[src/hw/bac_params.svh]
// Constants for the barrier and ordering control block
// How it works
// - Sync barrier completes only after all earlier required-type accesses complete
// - Sync barrier on reads and writes also waits for earlier maintenance
// - Sync barrier waits for earlier context-altering control space accesses
// - Instructions after a sync barrier are held until it completes
// - Later accesses form group B and stay behind the barrier
// - Observers see every group A access before any group B access
// - Peripheral sees group A device or non-cacheable accesses first
// - Later instructions cannot learn values of earlier speculative loads
// - Dependent later load, store or preload cannot leak via cache allocation
// - Dependent indirect branch cannot leak via cache allocation
// - Speculation barrier completes only once known non-speculative
// - Reduced profile cores lack the speculation barrier
// - Physical store-bypass barrier stops stale or future store data
// - Store-bypass barrier stops stale or future store data
// - Reduced profile cores lack both store-bypass barriers
// - Sync barrier completion means earlier control space writes completed
// - Context sync makes completed control space write effects visible
// - Normal memory may be treated as idempotent
// - Normal non-cacheable is shareable; speculation allowed on normal memory
// - Non-cacheable normal writes finish in finite time without barriers
// - Multi-register normal accesses may use any register order
// - Group A holds all required-type accesses seen before the barrier
`ifndef BAC_PARAMS_SVH
`define BAC_PARAMS_SVH

// ----------------------------------------------------------------
// Sizes and options
// ----------------------------------------------------------------
`define BAC_CLASS_N 4
`define BAC_CNT_W 6
`define BAC_FULL_PROFILE 1
`define BAC_WR_TIMEOUT_CYC 4096

// ----------------------------------------------------------------
// Attribute vector positions
// ----------------------------------------------------------------
`define BAC_ATTR_SHARE 3
`define BAC_ATTR_SPEC 2
`define BAC_ATTR_MERGE 1
`define BAC_ATTR_ANYORD 0

`endif

[src/hw/bac_pkg.sv]
// Types shared by the barrier and ordering control block
package bac_pkg;

  // Operations offered by the issue stage
  typedef enum logic [3:0] {
    BAC_OP_NONE,
    BAC_OP_LOAD,
    BAC_OP_STORE,
    BAC_OP_PRELOAD,
    BAC_OP_MAINT,
    BAC_OP_SCS_WRITE,
    BAC_OP_IND_BRANCH,
    BAC_OP_DATA_SYNC,
    BAC_OP_SPEC_DATA,
    BAC_OP_PHYS_SB,
    BAC_OP_SB,
    BAC_OP_INSTR_SYNC
  } bac_op_t;

  // Outstanding access classes
  typedef enum logic [1:0] {
    BAC_CL_READ,
    BAC_CL_WRITE,
    BAC_CL_MAINT,
    BAC_CL_SCS
  } bac_class_t;

  // Barrier unit states
  typedef enum logic [2:0] {
    BAC_ST_IDLE,
    BAC_ST_DSB_WAIT,
    BAC_ST_SPECULATION_DATA_BARRIER_WAIT,
    BAC_ST_SSB_WAIT,
    BAC_ST_ISB_WAIT
  } bac_state_t;

endpackage : bac_pkg

[src/hw/bac_track_if.sv]
// Link between barrier control and its outstanding-access tracker
`timescale 1ns/1ps
`default_nettype none
`include "bac_params.svh"
interface bac_track_if;
  logic [`BAC_CLASS_N-1:0] inc;
  logic [`BAC_CLASS_N-1:0] dec;
  logic [`BAC_CLASS_N-1:0] idle;
  logic full;

  modport ctrl (output inc, output dec, input idle, input full);
  modport trk (input inc, input dec, output idle, output full);
endinterface : bac_track_if
`default_nettype wire

[src/hw/bac_outstanding.sv]
// Counters of issued but not yet completed accesses, one per class
`timescale 1ns/1ps
`default_nettype none
`include "bac_params.svh"
module bac_outstanding #(
  parameter int CNT_W = `BAC_CNT_W
) (
  // Clock and reset
  input wire logic core_clk,
  input wire logic rst,
  input wire logic ce,
  // Tracker side of the link
  bac_track_if.trk trk
);

  logic [CNT_W-1:0] cnt [`BAC_CLASS_N];
  logic [CNT_W-1:0] next_cnt [`BAC_CLASS_N];

  if (CNT_W < 1 || CNT_W > 16) begin : g_bad_width
    $error("bac_outstanding: CNT_W out of range");
  end

  // ----------------------------------------------------------------
  // Next counts
  // ----------------------------------------------------------------
  always_comb begin
    trk.full = 1'b0;
    for (int i = 0; i < `BAC_CLASS_N; i++) begin
      next_cnt[i] = cnt[i];
      if (trk.inc[i] && !trk.dec[i]) begin
        next_cnt[i] = cnt[i] + CNT_W'(1);
      end else if (!trk.inc[i] && trk.dec[i] && cnt[i] != '0) begin
        next_cnt[i] = cnt[i] - CNT_W'(1);
      end
      trk.idle[i] = (cnt[i] == '0);
      if (cnt[i] == {CNT_W{1'b1}}) begin
        trk.full = 1'b1;
      end
    end
  end

  // ----------------------------------------------------------------
  // Registers
  // ----------------------------------------------------------------
  always_ff @(posedge core_clk) begin
    for (int i = 0; i < `BAC_CLASS_N; i++) begin
      if (rst) begin
        cnt[i] <= '0;
      end else if (ce) begin
        cnt[i] <= next_cnt[i];
      end
    end
  end

endmodule : bac_outstanding
`default_nettype wire

[src/hw/bac_barrier_ctrl.sv]
// Barrier and speculation ordering control between issue and memory
`timescale 1ns/1ps
`default_nettype none
`include "bac_params.svh"
module bac_barrier_ctrl #(
  parameter int CNT_W = `BAC_CNT_W,
  parameter bit FULL_PROFILE = `BAC_FULL_PROFILE,
  parameter int WR_TIMEOUT_CYC = `BAC_WR_TIMEOUT_CYC
) (
  // Clock, reset and enable
  input wire logic core_clk,
  input wire logic rst,
  input wire logic ce,
  // Issue stage request
  input wire logic iss_valid,
  input wire bac_pkg::bac_op_t iss_op,
  input wire logic iss_dsb_reads,
  input wire logic iss_dsb_writes,
  input wire logic iss_speculative,
  input wire logic iss_cmov_dep,
  input wire logic iss_normal,
  input wire logic iss_cacheable,
  input wire logic iss_shareable,
  // Issue stage answer
  output logic iss_stall,
  output logic barrier_done,
  output logic undef_op,
  // Speculation tracking
  input wire logic spec_resolved,
  input wire logic spec_flush,
  input wire logic older_spec_loads,
  output logic alloc_inhibit,
  // Store buffer state
  input wire logic st_addr_unknown,
  input wire logic st_phys_unknown,
  output logic bypass_inhibit,
  // Context synchronization
  input wire logic ctx_sync_evt,
  output logic scs_visible,
  // Memory request and completion
  output logic mem_req_valid,
  output bac_pkg::bac_class_t mem_req_class,
  output logic [3:0] mem_req_attr,
  input wire logic mem_rd_done,
  input wire logic mem_wr_done,
  input wire logic mem_maint_done,
  input wire logic mem_scs_done,
  output logic wr_stuck
);

  if (WR_TIMEOUT_CYC < 2 || WR_TIMEOUT_CYC > 65535) begin : g_bad_timeout
    $error("bac_barrier_ctrl: WR_TIMEOUT_CYC out of range");
  end

  // ----------------------------------------------------------------
  // Attribute decode
  // ----------------------------------------------------------------
  function automatic logic [3:0] attr_of(input logic normal,
                                         input logic cacheable,
                                         input logic shareable);
    logic [3:0] a;
    a = 4'h0;
    // Device and normal non-cacheable are always shareable
    a[`BAC_ATTR_SHARE] = shareable | ~normal | ~cacheable;
    a[`BAC_ATTR_SPEC] = normal;
    a[`BAC_ATTR_MERGE] = normal;
    a[`BAC_ATTR_ANYORD] = normal;
    return a;
  endfunction : attr_of

  function automatic logic is_access(input bac_pkg::bac_op_t op);
    return op == bac_pkg::BAC_OP_LOAD || op == bac_pkg::BAC_OP_STORE ||
           op == bac_pkg::BAC_OP_PRELOAD || op == bac_pkg::BAC_OP_MAINT ||
           op == bac_pkg::BAC_OP_SCS_WRITE;
  endfunction : is_access

  function automatic bac_pkg::bac_class_t class_of(
      input bac_pkg::bac_op_t op);
    case (op)
      bac_pkg::BAC_OP_STORE: return bac_pkg::BAC_CL_WRITE;
      bac_pkg::BAC_OP_MAINT: return bac_pkg::BAC_CL_MAINT;
      bac_pkg::BAC_OP_SCS_WRITE: return bac_pkg::BAC_CL_SCS;
      default: return bac_pkg::BAC_CL_READ;
    endcase
  endfunction : class_of

  // ----------------------------------------------------------------
  // Tracker
  // ----------------------------------------------------------------
  bac_track_if trk_if ();

  bac_outstanding #(
    .CNT_W(CNT_W)
  ) u_outstanding (
    .core_clk(core_clk),
    .rst(rst),
    .ce(ce),
    .trk(trk_if.trk)
  );

  // ----------------------------------------------------------------
  // State
  // ----------------------------------------------------------------
  bac_pkg::bac_state_t state;
  bac_pkg::bac_state_t next_state;
  logic need_rd;
  logic next_need_rd;
  logic need_wr;
  logic next_need_wr;
  logic need_maint;
  logic next_need_maint;
  logic spec_pend;
  logic next_spec_pend;
  logic phys_sb;
  logic next_phys_sb;
  logic next_barrier_done;
  logic next_undef_op;
  logic next_scs_visible;
  logic next_mem_req_valid;
  bac_pkg::bac_class_t next_mem_req_class;
  logic [3:0] next_mem_req_attr;
  logic [15:0] wr_age;
  logic [15:0] next_wr_age;
  logic next_wr_stuck;

  logic accept;
  logic dep_op;
  logic dsb_met;
  logic ssb_met;
  logic rd_idle;
  logic wr_idle;
  logic maint_idle;
  logic scs_idle;

  assign rd_idle = trk_if.idle[bac_pkg::BAC_CL_READ];
  assign wr_idle = trk_if.idle[bac_pkg::BAC_CL_WRITE];
  assign maint_idle = trk_if.idle[bac_pkg::BAC_CL_MAINT];
  assign scs_idle = trk_if.idle[bac_pkg::BAC_CL_SCS];

  // Ops that could expose speculative data through cache allocation
  assign dep_op = iss_cmov_dep &&
                  (iss_op == bac_pkg::BAC_OP_LOAD ||
                   iss_op == bac_pkg::BAC_OP_STORE ||
                   iss_op == bac_pkg::BAC_OP_PRELOAD ||
                   iss_op == bac_pkg::BAC_OP_IND_BRANCH);

  // ----------------------------------------------------------------
  // Issue hold
  // ----------------------------------------------------------------
  always_comb begin
    iss_stall = trk_if.full && is_access(iss_op);
    case (state)
      bac_pkg::BAC_ST_IDLE: begin
        iss_stall = iss_stall | ctx_sync_evt;
      end
      bac_pkg::BAC_ST_DSB_WAIT: begin
        iss_stall = 1'b1;
      end
      bac_pkg::BAC_ST_SPECULATION_DATA_BARRIER_WAIT: begin
        iss_stall = iss_stall | dep_op |
                    (iss_op >= bac_pkg::BAC_OP_DATA_SYNC);
      end
      bac_pkg::BAC_ST_SSB_WAIT: begin
        iss_stall = iss_stall | (iss_op == bac_pkg::BAC_OP_LOAD) |
                    (iss_op >= bac_pkg::BAC_OP_DATA_SYNC);
      end
      bac_pkg::BAC_ST_ISB_WAIT: begin
        iss_stall = 1'b1;
      end
      default: begin
        iss_stall = 1'b1;
      end
    endcase
  end

  assign accept = iss_valid && !iss_stall;

  // Group A is whatever is still counted when the barrier is taken
  always_comb begin
    dsb_met = scs_idle;
    if (need_rd && !rd_idle) begin
      dsb_met = 1'b0;
    end
    if (need_wr && !wr_idle) begin
      dsb_met = 1'b0;
    end
    if (need_maint && !maint_idle) begin
      dsb_met = 1'b0;
    end
  end

  assign ssb_met = phys_sb ? !st_phys_unknown : !st_addr_unknown;

  // ----------------------------------------------------------------
  // Tracker counts
  // ----------------------------------------------------------------
  always_comb begin
    trk_if.inc = '0;
    if (accept && is_access(iss_op)) begin
      trk_if.inc[class_of(iss_op)] = 1'b1;
    end
    trk_if.dec = {mem_scs_done, mem_maint_done, mem_wr_done, mem_rd_done};
  end

  // ----------------------------------------------------------------
  // Next state
  // ----------------------------------------------------------------
  always_comb begin
    next_state = state;
    next_need_rd = need_rd;
    next_need_wr = need_wr;
    next_need_maint = need_maint;
    next_spec_pend = spec_pend;
    next_phys_sb = phys_sb;
    next_barrier_done = 1'b0;
    next_undef_op = 1'b0;
    next_scs_visible = 1'b0;
    next_mem_req_valid = 1'b0;
    next_mem_req_class = mem_req_class;
    next_mem_req_attr = mem_req_attr;
    case (state)
      bac_pkg::BAC_ST_IDLE: begin
        if (ctx_sync_evt) begin
          next_state = bac_pkg::BAC_ST_ISB_WAIT;
        end
      end
      bac_pkg::BAC_ST_DSB_WAIT: begin
        if (dsb_met) begin
          next_state = bac_pkg::BAC_ST_IDLE;
          next_barrier_done = 1'b1;
        end
      end
      bac_pkg::BAC_ST_SPECULATION_DATA_BARRIER_WAIT: begin
        if (spec_flush && spec_pend) begin
          next_state = bac_pkg::BAC_ST_IDLE;
          next_spec_pend = 1'b0;
        end else if (spec_pend) begin
          next_spec_pend = !spec_resolved;
        end else if (!older_spec_loads) begin
          next_state = bac_pkg::BAC_ST_IDLE;
          next_barrier_done = 1'b1;
        end
      end
      bac_pkg::BAC_ST_SSB_WAIT: begin
        if (ssb_met) begin
          next_state = bac_pkg::BAC_ST_IDLE;
          next_barrier_done = 1'b1;
        end
      end
      bac_pkg::BAC_ST_ISB_WAIT: begin
        if (scs_idle) begin
          next_state = bac_pkg::BAC_ST_IDLE;
          next_scs_visible = 1'b1;
          next_barrier_done = 1'b1;
        end
      end
      default: begin
        next_state = bac_pkg::BAC_ST_IDLE;
      end
    endcase

    if (accept) begin
      case (iss_op)
        bac_pkg::BAC_OP_LOAD,
        bac_pkg::BAC_OP_PRELOAD,
        bac_pkg::BAC_OP_STORE,
        bac_pkg::BAC_OP_MAINT,
        bac_pkg::BAC_OP_SCS_WRITE: begin
          next_mem_req_valid = 1'b1;
          next_mem_req_attr = attr_of(iss_normal, iss_cacheable,
                                      iss_shareable);
          next_mem_req_class = class_of(iss_op);
        end
        bac_pkg::BAC_OP_DATA_SYNC: begin
          next_state = bac_pkg::BAC_ST_DSB_WAIT;
          next_need_rd = iss_dsb_reads;
          next_need_wr = iss_dsb_writes;
          next_need_maint = iss_dsb_reads & iss_dsb_writes;
        end
        bac_pkg::BAC_OP_SPEC_DATA: begin
          if (FULL_PROFILE) begin
            next_state = bac_pkg::BAC_ST_SPECULATION_DATA_BARRIER_WAIT;
            next_spec_pend = iss_speculative;
          end else begin
            next_undef_op = 1'b1;
          end
        end
        bac_pkg::BAC_OP_PHYS_SB,
        bac_pkg::BAC_OP_SB: begin
          if (FULL_PROFILE) begin
            next_state = bac_pkg::BAC_ST_SSB_WAIT;
            next_phys_sb = (iss_op == bac_pkg::BAC_OP_PHYS_SB);
          end else begin
            next_undef_op = 1'b1;
          end
        end
        bac_pkg::BAC_OP_INSTR_SYNC: begin
          next_state = bac_pkg::BAC_ST_ISB_WAIT;
        end
        default: begin
          next_mem_req_valid = 1'b0;
        end
      endcase
    end
  end

  // ----------------------------------------------------------------
  // Write progress watch
  // ----------------------------------------------------------------
  always_comb begin
    next_wr_age = 16'h0000;
    next_wr_stuck = wr_stuck;
    if (wr_idle) begin
      next_wr_stuck = 1'b0;
    end else if (!mem_wr_done) begin
      next_wr_age = wr_age + 16'h0001;
      if (wr_age == 16'(WR_TIMEOUT_CYC - 1)) begin
        next_wr_stuck = 1'b1;
        next_wr_age = wr_age;
      end
    end
  end

  // ----------------------------------------------------------------
  // Registers
  // ----------------------------------------------------------------
  always_ff @(posedge core_clk) begin
    if (rst) begin
      state <= bac_pkg::BAC_ST_IDLE;
      need_rd <= 1'b0;
      need_wr <= 1'b0;
      need_maint <= 1'b0;
      spec_pend <= 1'b0;
      phys_sb <= 1'b0;
      barrier_done <= 1'b0;
      undef_op <= 1'b0;
      scs_visible <= 1'b0;
      mem_req_valid <= 1'b0;
      mem_req_class <= bac_pkg::BAC_CL_READ;
      mem_req_attr <= 4'h0;
      wr_age <= 16'h0000;
      wr_stuck <= 1'b0;
    end else if (ce) begin
      state <= next_state;
      need_rd <= next_need_rd;
      need_wr <= next_need_wr;
      need_maint <= next_need_maint;
      spec_pend <= next_spec_pend;
      phys_sb <= next_phys_sb;
      barrier_done <= next_barrier_done;
      undef_op <= next_undef_op;
      scs_visible <= next_scs_visible;
      mem_req_valid <= next_mem_req_valid;
      mem_req_class <= next_mem_req_class;
      mem_req_attr <= next_mem_req_attr;
      wr_age <= next_wr_age;
      wr_stuck <= next_wr_stuck;
    end
  end

  // Cache allocation and store forwarding guards
  assign alloc_inhibit = (state == bac_pkg::BAC_ST_SPECULATION_DATA_BARRIER_WAIT);
  assign bypass_inhibit = (state == bac_pkg::BAC_ST_SSB_WAIT);

endmodule : bac_barrier_ctrl
`default_nettype wire

[config.mk]
export PLATFORM = sky130hd
export DESIGN_NAME = bac_barrier_ctrl
export DESIGN_NICKNAME = d
export VERILOG_FILES = /design/src/hw/bac_pkg.sv /design/src/hw/bac_track_if.sv /design/src/hw/bac_outstanding.sv /design/src/hw/bac_barrier_ctrl.sv
export VERILOG_INCLUDE_DIRS = /design/src /design/src/hw
export SDC_FILE = /design/constraint.sdc
export NUM_CORES = 1
export LEC_CHECK = 0
export BUFFER_PORTS_ARGS = -buffer_cell sky130_fd_sc_hd__buf_2
export CELL_PAD_IN_SITES_DETAIL_PLACEMENT = 0
export CELL_PAD_IN_SITES_GLOBAL_PLACEMENT = 1
export CORE_AREA = 4 4 117 119
export CTS_BUF_LIST = sky130_fd_sc_hd__clkbuf_4 sky130_fd_sc_hd__clkbuf_8 sky130_fd_sc_hd__clkbuf_16
export CTS_CLUSTER_DIAMETER = 60
export CTS_CLUSTER_SIZE = 20
export DETAILED_ROUTE_END_ITERATION = 12
export DIE_AREA = 0 0 121 123
export HOLD_SLACK_MARGIN = 0.03
export PLACE_DENSITY_LB_ADDON = 0.1
export SLEW_MARGIN = 20
export SYNTH_ARGS = -nofsm -noshare
export SYNTH_HDL_FRONTEND = slang
export SYNTH_HIERARCHICAL = 1
export SYNTH_SLANG_ARGS = --single-unit
[constraint.sdc]
create_clock -name core_clk -period 3.66 [get_ports core_clk]
set_input_delay 0.549 -clock core_clk [delete_from_list [all_inputs] [get_ports core_clk]]
set_output_delay 0.549 -clock core_clk [all_outputs]
set_load 0.02 [all_outputs]
# Word-level counts from Yosys, hierarchy flattened

Memory sizes are Yosys's and may differ from the RTL's.
Cells that the tools add are included.

Add/sub/neg operators: 9
Multipliers: 0
Divide/modulo/power cells: 0
Order comparisons: 3
Eq/ne operators: 22
Shift-type cells: 0
Muxes and demuxes: 62
Bitwise operators: 14
Reductions and logical operators: 58

Operators with widths:

| cell                                                  | count |
|---|---|
| 2-to-1 mux 6 bit                                      | 12 |
| 2-to-1 mux 16 bit                                     | 3 |
| 2-to-1 mux 1 bit                                      | 31 |
| adder 6 x 1 -> 6 bit, second input constant           | 4 |
| equality test 6 bit, second input constant            | 4 |
| logical NOT 6 bit                                     | 4 |
| 2-to-1 mux 3 bit                                      | 8 |
| nonzero test 6 bit                                    | 4 |
| subtractor 6 x 1 -> 6 bit, second input constant      | 4 |
| logical AND 1 bit                                     | 21 |
| adder 16 x 1 -> 16 bit, second input constant         | 1 |
| equality test 16 x 12 -> 1 bit, second input constant | 1 |
| equality test 4 x 3 -> 1 bit, second input constant   | 4 |
| equality test 4 bit, second input constant            | 4 |
| logical NOT 1 bit                                     | 15 |
| one-hot mux 3 bit (5 select lines)                    | 1 |
| one-hot mux 3 bit (4 select lines)                    | 1 |
| AND reduction 3 bit                                   | 4 |
| OR 1 bit                                              | 11 |
| equality test 4 x 2 -> 1 bit, second input constant   | 2 |
| equality test 3 x 2 -> 1 bit, second input constant   | 2 |
| one-hot mux 2 bit (3 select lines)                    | 1 |
| logical OR 1 bit                                      | 5 |
| OR reduction 5 bit                                    | 1 |
| 19 further kinds                                      | 20 |

Bits in registers: 34
Bits in latches: 0
RAM bits: 24
Bits in read-only memories: 0
Word-level logic and storage cells: 182
Memories kept: 1

Memories:

| name              | words | width | rd ports | clocked after Yosys merged registers in | write ports | line                  | source |
|---|---|---|---|---|---|---|---|
| u_outstanding.cnt | 4     | 6     | 4        | 0                                       | 4           | bac_outstanding.sv:16 | `` logic [CNT_W-1:0] cnt [`BAC_CLASS_N]; `` |

# Depth between registers and ports, before layout

Gate-level depths: netlist (run 1).
An unclocked memory read counts as a cell.

Depth after elaboration: 25
Mapped depth: 15
Gate-level depth less buffers: 15

# By module

Netlist (run 1), hierarchy kept.

Modules (own cells, without submodules):

| module           | times used | cells each | area each (um^2) |
|---|---|---|---|
| bac_barrier_ctrl | 1          | 247        | 1,948.1 |
| bac_outstanding  | 1          | 170        | 1,789.2 |

# Least setup slack after synthesis (run 1)

No wires, ideal clock.

Path type: register to register
Start: mem u_outstanding/cnt[3][1] (netlist name)
End: mem u_outstanding/cnt[1][4] (netlist name), data pin
Library setup time: 0.266 ns
Data arrival time: 2.871 ns
Required time: 3.394 ns
Setup slack: 0.523 ns
Cell stages (with the launch flop): 14
Clock period less this slack: 3.137 ns
Cell sequence: edfxtp_1 -> and4_1 -> a311o_1 -> nand2b_1 -> o311a_4 -> and2_1 -> nand2_1 -> nor4_1 -> nand2b_1 -> fa_1 -> a21o_1 -> a21oi_1 -> xor2_1 -> nor2_1

RTL lines:

| item            | line |
|---|---|
| start, declared | bac_outstanding.sv:16 |

==> metrics.txt, run 1 <==
status=finished clean; max_cap viols=0; Yosys top cell area share=19.3%; first-pass GRT wire length=roughly 16,000 um; Slew @ Worst Pin=957 ps; Antenna Cells=0; filler instances=1,333; most frequent cells in the layout=nor2_1 (42), buf_2 (37), dfxtp_1 (32); placer congestion estimate=between 0.8 and 0.9; DIE WIDTH=121 um; number of flops mapped to enable cells by yosys=24; Synth Cell Area=0.00374 mm^2; total negative slack=0 ps; Synth Register Bits=56; CTS hold repair buffers=0; post-route cell area=between 0.004 and 0.005 mm^2; synth unique cells=64; Port Buf Inserts=37; cells after synthesis=~420; CP arrival=3480 ps; DRT Pass-1 Iters=4; GRT Overall Usage=a little over an eighth; layout cells sized above 1=18.7%; ys async rst share=0%; Finished Core Util=34.6%; Power Dens Cells=373 mW/mm^2; Reg clk slew, reported paths=80 ps; FP Rows=41; H-tree levels=2; total number of yosys warnings=6; post-layout min period=3470 ps; final WL=9580 um; Max Root-Sink Buffers=2; Yosys top cell by area=edfxtp_1; Core ar.=0.0126 mm^2; Post-synth top flop=dfxtp_1; worst min-delay path category=input port to flip-flop; Area after DPL=0.00414 mm^2; CP Capture Type=flip-flop; nets@finish=about 500; area growth from synthesis to layout=16.3%; Lkg Pwr=1.70 nW; most common cell after layout, fill and taps aside=nor2_1; FMAX=0.289 GHz; Starting Density=29.7%; final hold violations=0; initial antenna violation count=0; Chip Height=123 um; VDD IR max=approximately 0.17 mV; Wirelength per Cell=between 15 and 20 um; syn_area_per_cell=8.96 um^2; die area=0.0149 mm^2; RSZ-0062 raised after global routing=yes; # DRC=0; CTS buffer count=5; Crit Path Max Fanout=9; Rel. slew slack=approximately 36%; Clock Tree Root=clkbuf_16; Synth area leaders=edfxtp_1 (19%), dfxtp_1 (17%), ha_1 (6.0%); IO Pins=39; FF-to-FF setup slack=190 ps; fin crit share=between 90% and 100%; vias in the first global route=3,172; Iteration-0 DRC Markers=130; Congestion Overflow GR=0; WP data required=3680 ps; Clock Skew=11.6 ps; largest net degree at the start of global routing=23; setup violators final=0; HPWL Detailed=7010 um; clock sink count=56; startpoint type of the worst setup path=flip-flop; Final ANT Viol Nets=0; via count=3,149; CTS tree=built; Seq/Total Area, Yosys=between 30% and 40%; average via count per standard cell=roughly 5; Mapped Nets=~460; latest clock arrival within the worst-skew pair=300 ps; Final Max Slew Viols=0; crit path kind=flip-flop to flip-flop
-- cells by family after synthesis --
group                      synth area share, %
other                                    0.100
muxes                                    0.837
and+or+nand+nor                           27.0
DFF                                       36.4
xor gates and xnor gates                  5.86
adders and majority gates                 8.17
AOI/OAI and AO/OA                         17.0
buffers and inverters                     4.65
-- cell usage after synthesis (3+ instances only) --
cell	count
ha_1	18
xnor2_1	7
nor2b_1	9
nor4_1	4
buf_4	4
nand3_1	14
nor3_1	16
or3_1	4
or4_1	4
and2_1	5
o21ai_1	4
o2111ai_1	7
and3_1	9
nor3_2	3
a21oi_1	26
inv_1	18
nor2_1	42
dfxtp_1	32
a21o_1	14
buf_2	4
nand4_1	12
fa_1	4
nand2b_1	12
xor2_1	18
nand2_1	22
o21ai_0	16
nor3b_1	5
clkbuf_1	7
edfxtp_1	24
a311oi_1	4
o211ai_1	5
nor3_4	3
-- path summary, 6_finish.rpt --
check / from / end / cells past startpoint
worst max-delay path: u_outstanding/cnt[3][4] / u_outstanding/cnt[1][4] / 14
worst min-delay path: iss_normal / mem_req_attr[3] / 2
worst max register to register: u_outstanding/cnt[3][4] / u_outstanding/cnt[1][4] / 14
worst min register to register: scs_visible / scs_visible / 2
-- routing by layer --
metal	up-vias	part of all wire, %	track usage [%]
met4	0	1.5	4.67
met2	52	46	21.2
met3	10	3.3	2.33
met5	-	0	0
met1	1487	50	18.9
li1	1600	-	-
-- where the power goes --
group	internal, mW	total (mW)	leakage, nW	switching (mW)
Combinational	0.139	0.327	1.10	0.188
Sequential	0.693	0.726	0.513	0.0332
Clock	0.323	0.566	0.0841	0.243
-- metrics by stage --
stage / instances / setup slack [ps] / total power, mW / hold slack [ps]
detailed placement: 622 / 8.19 / 1.06 / 470
global placement: 622 / 99.1 / 1.06 / 463
floorplan: 417 / 523 / 0.968 / 450
CTS: 630 / 82.9 / 1.64 / 436
global route: 631 / -13.7 / 1.72 / 456
finish: 631 / 195 / 1.62 / 453
-- worst max-delay path, cell delays in order, from the launching register on --
cell,delay (ps)
edfxtp_1,420
and4_1,220
a311o_1,380
nand2b_1,100
o311a_4,220
and2_1,180
nand2_2,140
nor4_4,240
buf_4,150
nand2b_1,150
fa_2,410
a21o_1,180
a21oi_1,180
xor2_1,160
nor2_1,50
-- repair_timing --
| action | CTS | global route |
|---|---|---|
| setup buffers | 0 | 1 |
| gates resized for setup | 1 | 5 |
| pin swaps | 0 | 0 |
| setup endpoints to repair | 1 | 10 |
-- area by class of cell --
cell class | instances | area [um^2] | area share [%]
well taps | 172 | 215 | 4.95
inverters | 19 | 71.3 | 1.64
repair buffers | 52 | 298 | 6.85
multi-input cells | 324 | 2230 | 51.4
flip-flops and latches | 56 | 1360 | 31.3
clock inverters | 3 | 41.3 | 0.950
clock buffers | 5 | 125 | 2.88
-- flip-flops by register name (all words and copies together), names as in the netlist, 2 cells and up --
name and count:
u_outstanding/cnt 24, state 3, wr_age 16, mem_req_attr 2, mem_req_class 2
Power figures use the tool's default switching activity.
==> run 2, diff against run 1 <==
--- a/config.mk
+++ b/config.mk
@@ -9,12 +9,12 @@
 export BUFFER_PORTS_ARGS = -buffer_cell sky130_fd_sc_hd__buf_2
 export CELL_PAD_IN_SITES_DETAIL_PLACEMENT = 0
 export CELL_PAD_IN_SITES_GLOBAL_PLACEMENT = 1
-export CORE_AREA = 4 4 117 119
+export CORE_AREA = 4 4 97 99
 export CTS_BUF_LIST = sky130_fd_sc_hd__clkbuf_4 sky130_fd_sc_hd__clkbuf_8 sky130_fd_sc_hd__clkbuf_16
 export CTS_CLUSTER_DIAMETER = 60
 export CTS_CLUSTER_SIZE = 20
 export DETAILED_ROUTE_END_ITERATION = 12
-export DIE_AREA = 0 0 121 123
+export DIE_AREA = 0 0 101 103
 export HOLD_SLACK_MARGIN = 0.03
 export PLACE_DENSITY_LB_ADDON = 0.1
 export SLEW_MARGIN = 20
==> run 2 against run 1 <==
Non-clock buffer count increased by 1. First-iteration DRC count decreased by 27%. Maximum frequency increased by 1.7%. Sequential share of layout area increased by 1.2 points. Worst hold slack got worse by 4.4 ps. Critical path depth increased by 1.
==> metrics.txt, run 2 (same netlist as run 1, synthesis figures left out) <==
Reg clk slew, reported paths=100 ps (was 80 ps); total power=1.41 mW (was 1.62 mW); initial antenna violation count=0 (unchanged); CP Capture Type=flip-flop (unchanged); area growth from synthesis to layout=12.1% (was 16.3%); DRT Pass-1 Iters=4 (unchanged); average via count per standard cell=5.49 (was 4.99); first-pass GRT wire length=14,700 um (was 16,100 um); Starting Density=43.7% (was 29.7%); CTS buffer count=5 (unchanged); Port Buf Inserts=37 (unchanged); status=finished clean (unchanged); Area after DPL=0.00405 mm^2 (was 0.00414 mm^2); most common cell after layout, fill and taps aside=nor2_1 (unchanged); Wirelength per Cell=15.3 um (was 15.2 um); final WL=8690 um (was 9580 um); P_sw=0.438 mW (was 0.464 mW); Clock Tree Root=clkbuf_8 (was clkbuf_16); fin crit share=93.0% (was 94.7%); via count=3,118 (was 3,149); Final Max Slew Viols=0 (unchanged); H-tree levels=2 (unchanged); GRT Overall Usage=17.4% (was 13.5%); Final Hold Slack=449 ps (was 453 ps); WP buf/inv=2 (was 1); FP Rows=34 (was 41); IO Pins=39 (unchanged); worst min-delay path category=input port to flip-flop (unchanged); WP data required=3700 ps (was 3680 ps); largest registers=u_outstanding/cnt x24, wr_age x16, state x3 (unchanged); Power Internal=0.972 mW (was 1.16 mW); crit path kind=flip-flop to flip-flop (unchanged); clock sink count=56 (unchanged); CTS hold repair buffers=0 (unchanged); CP max-delay cell=edfxtp_1 (unchanged); top cell family by delay on the critical path=simple AND/OR/NAND/NOR gates (unchanged); CP cell instances=and4_1 > a311o_1 > nand2b_1 > o311a_4 > and2_1 > nand2_2 > nor4_2 > buf_4 > nand2b_1 > buf_4 > ha_1 > a21o_1 > a21oi_1 > xor2_1 > nor2_1 (was and4_1 > a311o_1 > nand2b_1 > o311a_4 > and2_1 > nand2_2 > nor4_4 > buf_4 > nand2b_1 > fa_2 > a21o_1 > a21oi_1 > xor2_1 > nor2_1); Congestion Overflow GR=0 (unchanged); startpoint type of the worst setup path=flip-flop (unchanged); latest clock arrival within the worst-skew pair=310 ps (was 300 ps); Rel. slew slack=37.6% (was 36.2%); Iteration-0 DRC Markers=95 (was 130); Gate power share=23.1% (was 20.2%); setup violators final=0 (unchanged); most frequent cells in the layout=nor2_1 (42), buf_2 (37), dfxtp_1 (32) (unchanged); filler instances=871 (was 1,333); vias in the first global route=3,052 (was 3,172); post-layout min period=3410 ps (was 3470 ps); Crit Path Max Fanout=9 (unchanged); Lkg Pwr=1.67 nW (was 1.70 nW); post-route cell area=0.00419 mm^2 (was 0.00435 mm^2); die area=0.0104 mm^2 (was 0.0149 mm^2); Net Sw Frac=31.1% (was 28.6%); Core ar.=0.00855 mm^2 (was 0.0126 mm^2); CP arrival=3450 ps (was 3480 ps); Clock Skew=9.53 ps (was 11.6 ps); CTS tree=built (unchanged); # DRC=0 (unchanged); HPWL Detailed=6410 um (was 7010 um); final hold violations=0 (unchanged); CP max stage delay=430 ps (was 420 ps); Power Dens Cells=336 mW/mm^2 (was 373 mW/mm^2); FMAX=0.294 GHz (was 0.289 GHz); Chip Height=103 um (was 123 um); nets@finish=506 (was 505); VDD IR max=0.165 mV (was 0.168 mV); layout cells sized above 1=18.9% (was 18.7%); Seq pwr share=51.4% (was 44.8%); Final ANT Viol Nets=0 (unchanged); largest net degree at the start of global routing=23 (unchanged); DIE WIDTH=101 um (was 121 um); max_cap viols=0 (unchanged); clock power share=25.4% (was 34.9%); Max Root-Sink Buffers=2 (unchanged); Slew @ Worst Pin=935 ps (was 957 ps); Antenna Cells=0 (unchanged); Largest Register=u_outstanding/cnt (unchanged); max FFs per register=24 (unchanged); placer congestion estimate=0.831 (was 0.817)
[run 2: cell count changes in the layout (fill, tap and decap cells not counted)]
cell	change
nor4_4	-1
nor3_2	+1
inv_6	+1
bufinv_16	-1
buf_4	+1
fa_1	+1
fa_2	-1
clkbuf_16	-5
nor4_2	+1
clkbuf_8	+5
nor3_1	-1
[run 2: path summary, 6_finish.rpt]
| path | startpoint | to | slack [ps] | cells past startpoint |
|---|---|---|---|---|
| min | iss_normal | mem_req_attr[3] | 450 | 2 |
| max reg2reg | u_outstanding/cnt[3][2] | u_outstanding/cnt[1][3] | 250 | 15 |
| max | u_outstanding/cnt[3][2] | u_outstanding/cnt[1][3] | 250 | 15 |
| min reg2reg | scs_visible | scs_visible | 480 | 2 |
[run 2: what timing repair did]
item / in CTS / in global routing
setup buffers: 0 / 3
resized for setup: 0 / 5
endpoints found under the hold margin: 0 / 0
endpoints found under the setup margin: 0 / 9
[run 2: layout make-up]
cell class / instances / area [um^2] / area share (%)
Clock inverter: 3 / 20.0 / 0.478
Tap cell: 108 / 135 / 3.23
Clock buffer: 5 / 68.8 / 1.64
Sequential cell: 56 / 1360 / 32.5
Timing Repair Buffer: 53 / 305 / 7.29
Inverter: 19 / 71.3 / 1.70
Multi-Input combinational cell: 324 / 2230 / 53.2
[run 2: layer usage]
layer	track usage [%]	part of all wire [%]	wire length (um)	vias up
met5	0	0	0	-
met4	3.78	0.86	75	0
met3	2.17	2.3	197	6
met2	28.9	47	4120	41
met1	24.5	49	4290	1466
li1	-	-	-	1605
[run 2: power groups by stage]
stage          combinational, mW  sequential [mW]  clock [mW]
2_1_floorplan              0.231            0.736           0
3_3_place_gp               0.316            0.740           0
3_5_place_dp               0.317            0.741           0
4_1_cts                    0.320            0.727       0.376
5_1_grt                    0.370            0.730       0.395
6_report                   0.326            0.725       0.359
[run 2: through the flow]
stage	setup WS [ps]	std cells	util, %	TNS, ps
after detailed placement	73.4	557	47.4	0
final	254	568	49.0	0
after floorplan	523	417	-	0
after global placement	161	557	47.4	0
after global routing	-5.94	568	49.0	-5.94
after CTS	54.4	565	48.4	0
==> run 3, diff against run 2 <==
--- a/config.mk
+++ b/config.mk
@@ -7,14 +7,15 @@
 export NUM_CORES = 1
 export LEC_CHECK = 0
 export BUFFER_PORTS_ARGS = -buffer_cell sky130_fd_sc_hd__buf_2
+export CAP_MARGIN = 20
 export CELL_PAD_IN_SITES_DETAIL_PLACEMENT = 0
 export CELL_PAD_IN_SITES_GLOBAL_PLACEMENT = 1
-export CORE_AREA = 4 4 97 99
+export CORE_AREA = 4 4 101 103
 export CTS_BUF_LIST = sky130_fd_sc_hd__clkbuf_4 sky130_fd_sc_hd__clkbuf_8 sky130_fd_sc_hd__clkbuf_16
 export CTS_CLUSTER_DIAMETER = 60
 export CTS_CLUSTER_SIZE = 20
 export DETAILED_ROUTE_END_ITERATION = 12
-export DIE_AREA = 0 0 101 103
+export DIE_AREA = 0 0 105 107
 export HOLD_SLACK_MARGIN = 0.03
 export PLACE_DENSITY_LB_ADDON = 0.1
 export SLEW_MARGIN = 20
==> constraint.sdc (replaced) <==
create_clock -name core_clk -period 2.9 [get_ports core_clk]
set_input_delay 0.435 -clock core_clk [delete_from_list [all_inputs] [get_ports core_clk]]
set_output_delay 0.435 -clock core_clk [all_outputs]
set_load 0.02 [all_outputs]
==> run 3 against run 2 <==
The run now ends with negative setup slack left. Clock power is 30% higher. Worst setup slack got worse by 370 ps. Via count grew 7.9%. Global-route usage decreased by 0.16 points. Routed wire length grew 11%. Clock skew increased by 1.0 ps. Maximum frequency up 13%. First-iteration DRC count decreased by 1.1%. Cell count is 10% higher. Core utilization rose by 4.4 points. Final area is 17% higher. Critical path depth is 1 lower. Critical endpoint is now u_outstanding/cnt[0][5].
==> metrics.txt, run 3 (same netlist as run 1, synthesis figures left out) <==
DRT Pass-1 Iters=4 (unchanged); largest net degree at the start of global routing=26 (was 23); status=complete, but fails checks (was finished clean); area growth from synthesis to layout=31.3% (was 12.1%); Final Non-Filler Cells=627 (was 568); Critical Path Source=u_outstanding/cnt[2][5] (was u_outstanding/cnt[3][2]); Max Root-Sink Buffers=2 (unchanged); CP Capture Type=flip-flop (unchanged); FMAX=0.332 GHz (was 0.294 GHz); most frequent cells in the layout=buf_4 (66), nor2_1 (41), buf_2 (37) (was nor2_1 (42), buf_2 (37), dfxtp_1 (32)); placer congestion estimate=0.889 (was 0.831); WP data required=2940 ps (was 3700 ps); CP max-delay cell=edfxtp_1 (unchanged); clock sink count=56 (unchanged); Core ar.=0.00920 mm^2 (was 0.00855 mm^2); # DRC=0 (unchanged); latest clock arrival within the worst-skew pair=320 ps (was 310 ps); Lkg Pwr=2.01 nW (was 1.67 nW); failing checks=negative setup slack; IO Pins=39 (unchanged); HPWL Detailed=7250 um (was 6410 um); average via count per standard cell=5.36 (was 5.49); Largest Register=u_outstanding/cnt (unchanged); final worst setup slack=-111 ps (was 254 ps); Chip Height=107 um (was 103 um); min-delay src=iss_normal (unchanged); initial antenna violation count=0 (unchanged); CTS buffer count=5 (unchanged); Reg clk slew, reported paths=110 ps (was 100 ps); most common cell after layout, fill and taps aside=buf_4 (was nor2_1); Power Internal=1.35 mW (was 0.972 mW); largest registers=u_outstanding/cnt x24, wr_age x16, state x3 (unchanged); Starting Density=40.6% (was 43.7%); CTS hold repair buffers=0 (unchanged); Final Max Slew Viols=0 (unchanged); Seq pwr share=45.7% (was 51.4%); Crit Path Max Fanout=6 (was 9); CP max stage delay=410 ps (was 430 ps); Clock Skew=10.5 ps (was 9.53 ps); RSZ-0062 raised after global routing=yes; clock power share=23.7% (was 25.4%); Clock Tree Root=clkbuf_8 (unchanged); Power Dens Cells=401 mW/mm^2 (was 336 mW/mm^2); post-route cell area=0.00491 mm^2 (was 0.00419 mm^2); Antenna Cells=0 (unchanged); startpoint type of the worst setup path=flip-flop (unchanged); Port Buf Inserts=37 (unchanged); dpl cells=615 (was 557); P_sw=0.617 mW (was 0.438 mW); nets@finish=562 (was 506); setup violators final=11 (was 0); FP Rows=35 (was 34); max_cap viols=0 (unchanged); total power=1.97 mW (was 1.41 mW); die area=0.0112 mm^2 (was 0.0104 mm^2); CP arrival=3050 ps (was 3450 ps); crit path kind=flip-flop to flip-flop (unchanged); Gate power share=30.6% (was 23.1%); reg2reg start=u_outstanding/cnt[2][5] (was u_outstanding/cnt[3][2]); via count=3,363 (was 3,118); first-pass GRT wire length=15,800 um (was 14,700 um); Net Sw Frac=31.4% (was 31.1%); worst min-delay path category=input port to flip-flop (unchanged); Wirelength per Cell=15.4 um (was 15.3 um); fin crit share=104% (was 93.0%); Area after DPL=0.00452 mm^2 (was 0.00405 mm^2); DIE WIDTH=105 um (was 101 um); final hold violations=0 (unchanged); Iteration-0 DRC Markers=94 (was 95); final WL=9680 um (was 8690 um); post-layout min period=3010 ps (was 3410 ps); Congestion Overflow GR=0 (unchanged); layout cells sized above 1=33.5% (was 18.9%); CTS tree=built (unchanged); Rel. slew slack=33.4% (was 37.6%); Final ANT Viol Nets=0 (unchanged); vias in the first global route=3,318 (was 3,052); H-tree levels=2 (unchanged); VDD IR max=0.184 mV (was 0.165 mV); GRT Overall Usage=17.3% (was 17.4%); CP cell instances=nand4_1 > o22ai_2 > a311o_1 > nand2b_1 > o311a_4 > and2_4 > nand2_8 > nor4_4 > nand2b_4 > buf_12 > ha_4 > a21o_1 > nor3_1 > nor3b_1 (was and4_1 > a311o_1 > nand2b_1 > o311a_4 > and2_1 > nand2_2 > nor4_2 > buf_4 > nand2b_1 > buf_4 > ha_1 > a21o_1 > a21oi_1 > xor2_1 > nor2_1); pre-CTS setup slack=-415 ps (was 73.4 ps); Slew @ Worst Pin=999 ps (was 935 ps); max FFs per register=24 (unchanged)
-- run 3: cell count changes in the layout (fill, tap and decap cells not counted), sizes merged --
cell  before  now
buf       53  109
-- run 3: final timing paths --
path	end	depth (start not counted)	slack (ps)
setup / recovery	u_outstanding/cnt[0][5]	14	-110
hold / removal	mem_req_attr[3]	2	310
setup reg to reg	u_outstanding/cnt[0][5]	14	-110
hold reg to reg	mem_req_class[1]	2	480
-- run 3: stage by stage --
step           utilization, %  hold slack (ps)  setup TNS [ps]
2_1_floorplan               -              450            -197
3_3_place_gp             49.1              455           -2410
3_5_place_dp             49.1              463           -3150
4_1_cts                  51.6              298            -878
5_1_grt                  53.3              307           -3170
6_report                 53.3              315            -709
-- run 3: worst max-delay path: cells and delay by family (launching register included) --
family,cells,cell delay [ps]
compound gates,4,760
fa+ha+maj,1,230
flops,1,410
simple gates,8,1160
buf+inv,1,170
-- run 3: layer usage --
layer	vias to the layer above	global-route usage, %	wire (um)
met5	-	0	0
met4	0	4.59	132
met3	9	2.53	346
met2	55	29.7	4730
met1	1584	22.7	4470
li1	1715	-	-
-- run 3: power groups by stage --
| stage | clock, mW | combinational, mW | sequential (mW) |
|---|---|---|---|
| final | 0.466 | 0.601 | 0.899 |
| after global routing | 0.522 | 0.663 | 0.904 |
| after CTS | 0.490 | 0.554 | 0.899 |
| after detailed placement | 0 | 0.528 | 0.916 |
| after global placement | 0 | 0.522 | 0.915 |
| after floorplan | 0 | 0.302 | 0.931 |
-- run 3: what timing repair did --
item | 4_1_cts | 5_1_grt
gates resized for setup | 19 | 24
setup buffers | 3 | 4
pin swaps | 4 | 10
endpoints found under the setup margin | 15 | 16
-- run 3: cell type report --
cell class,instances,area [um^2]
clock buffer,5,68.8
sequential,56,1360
tap,111,139
multi-input combinational,324,2480
timing repair buffer,109,757
inverter,19,73.8
clock inverter,3,26.3
fill,895,4290
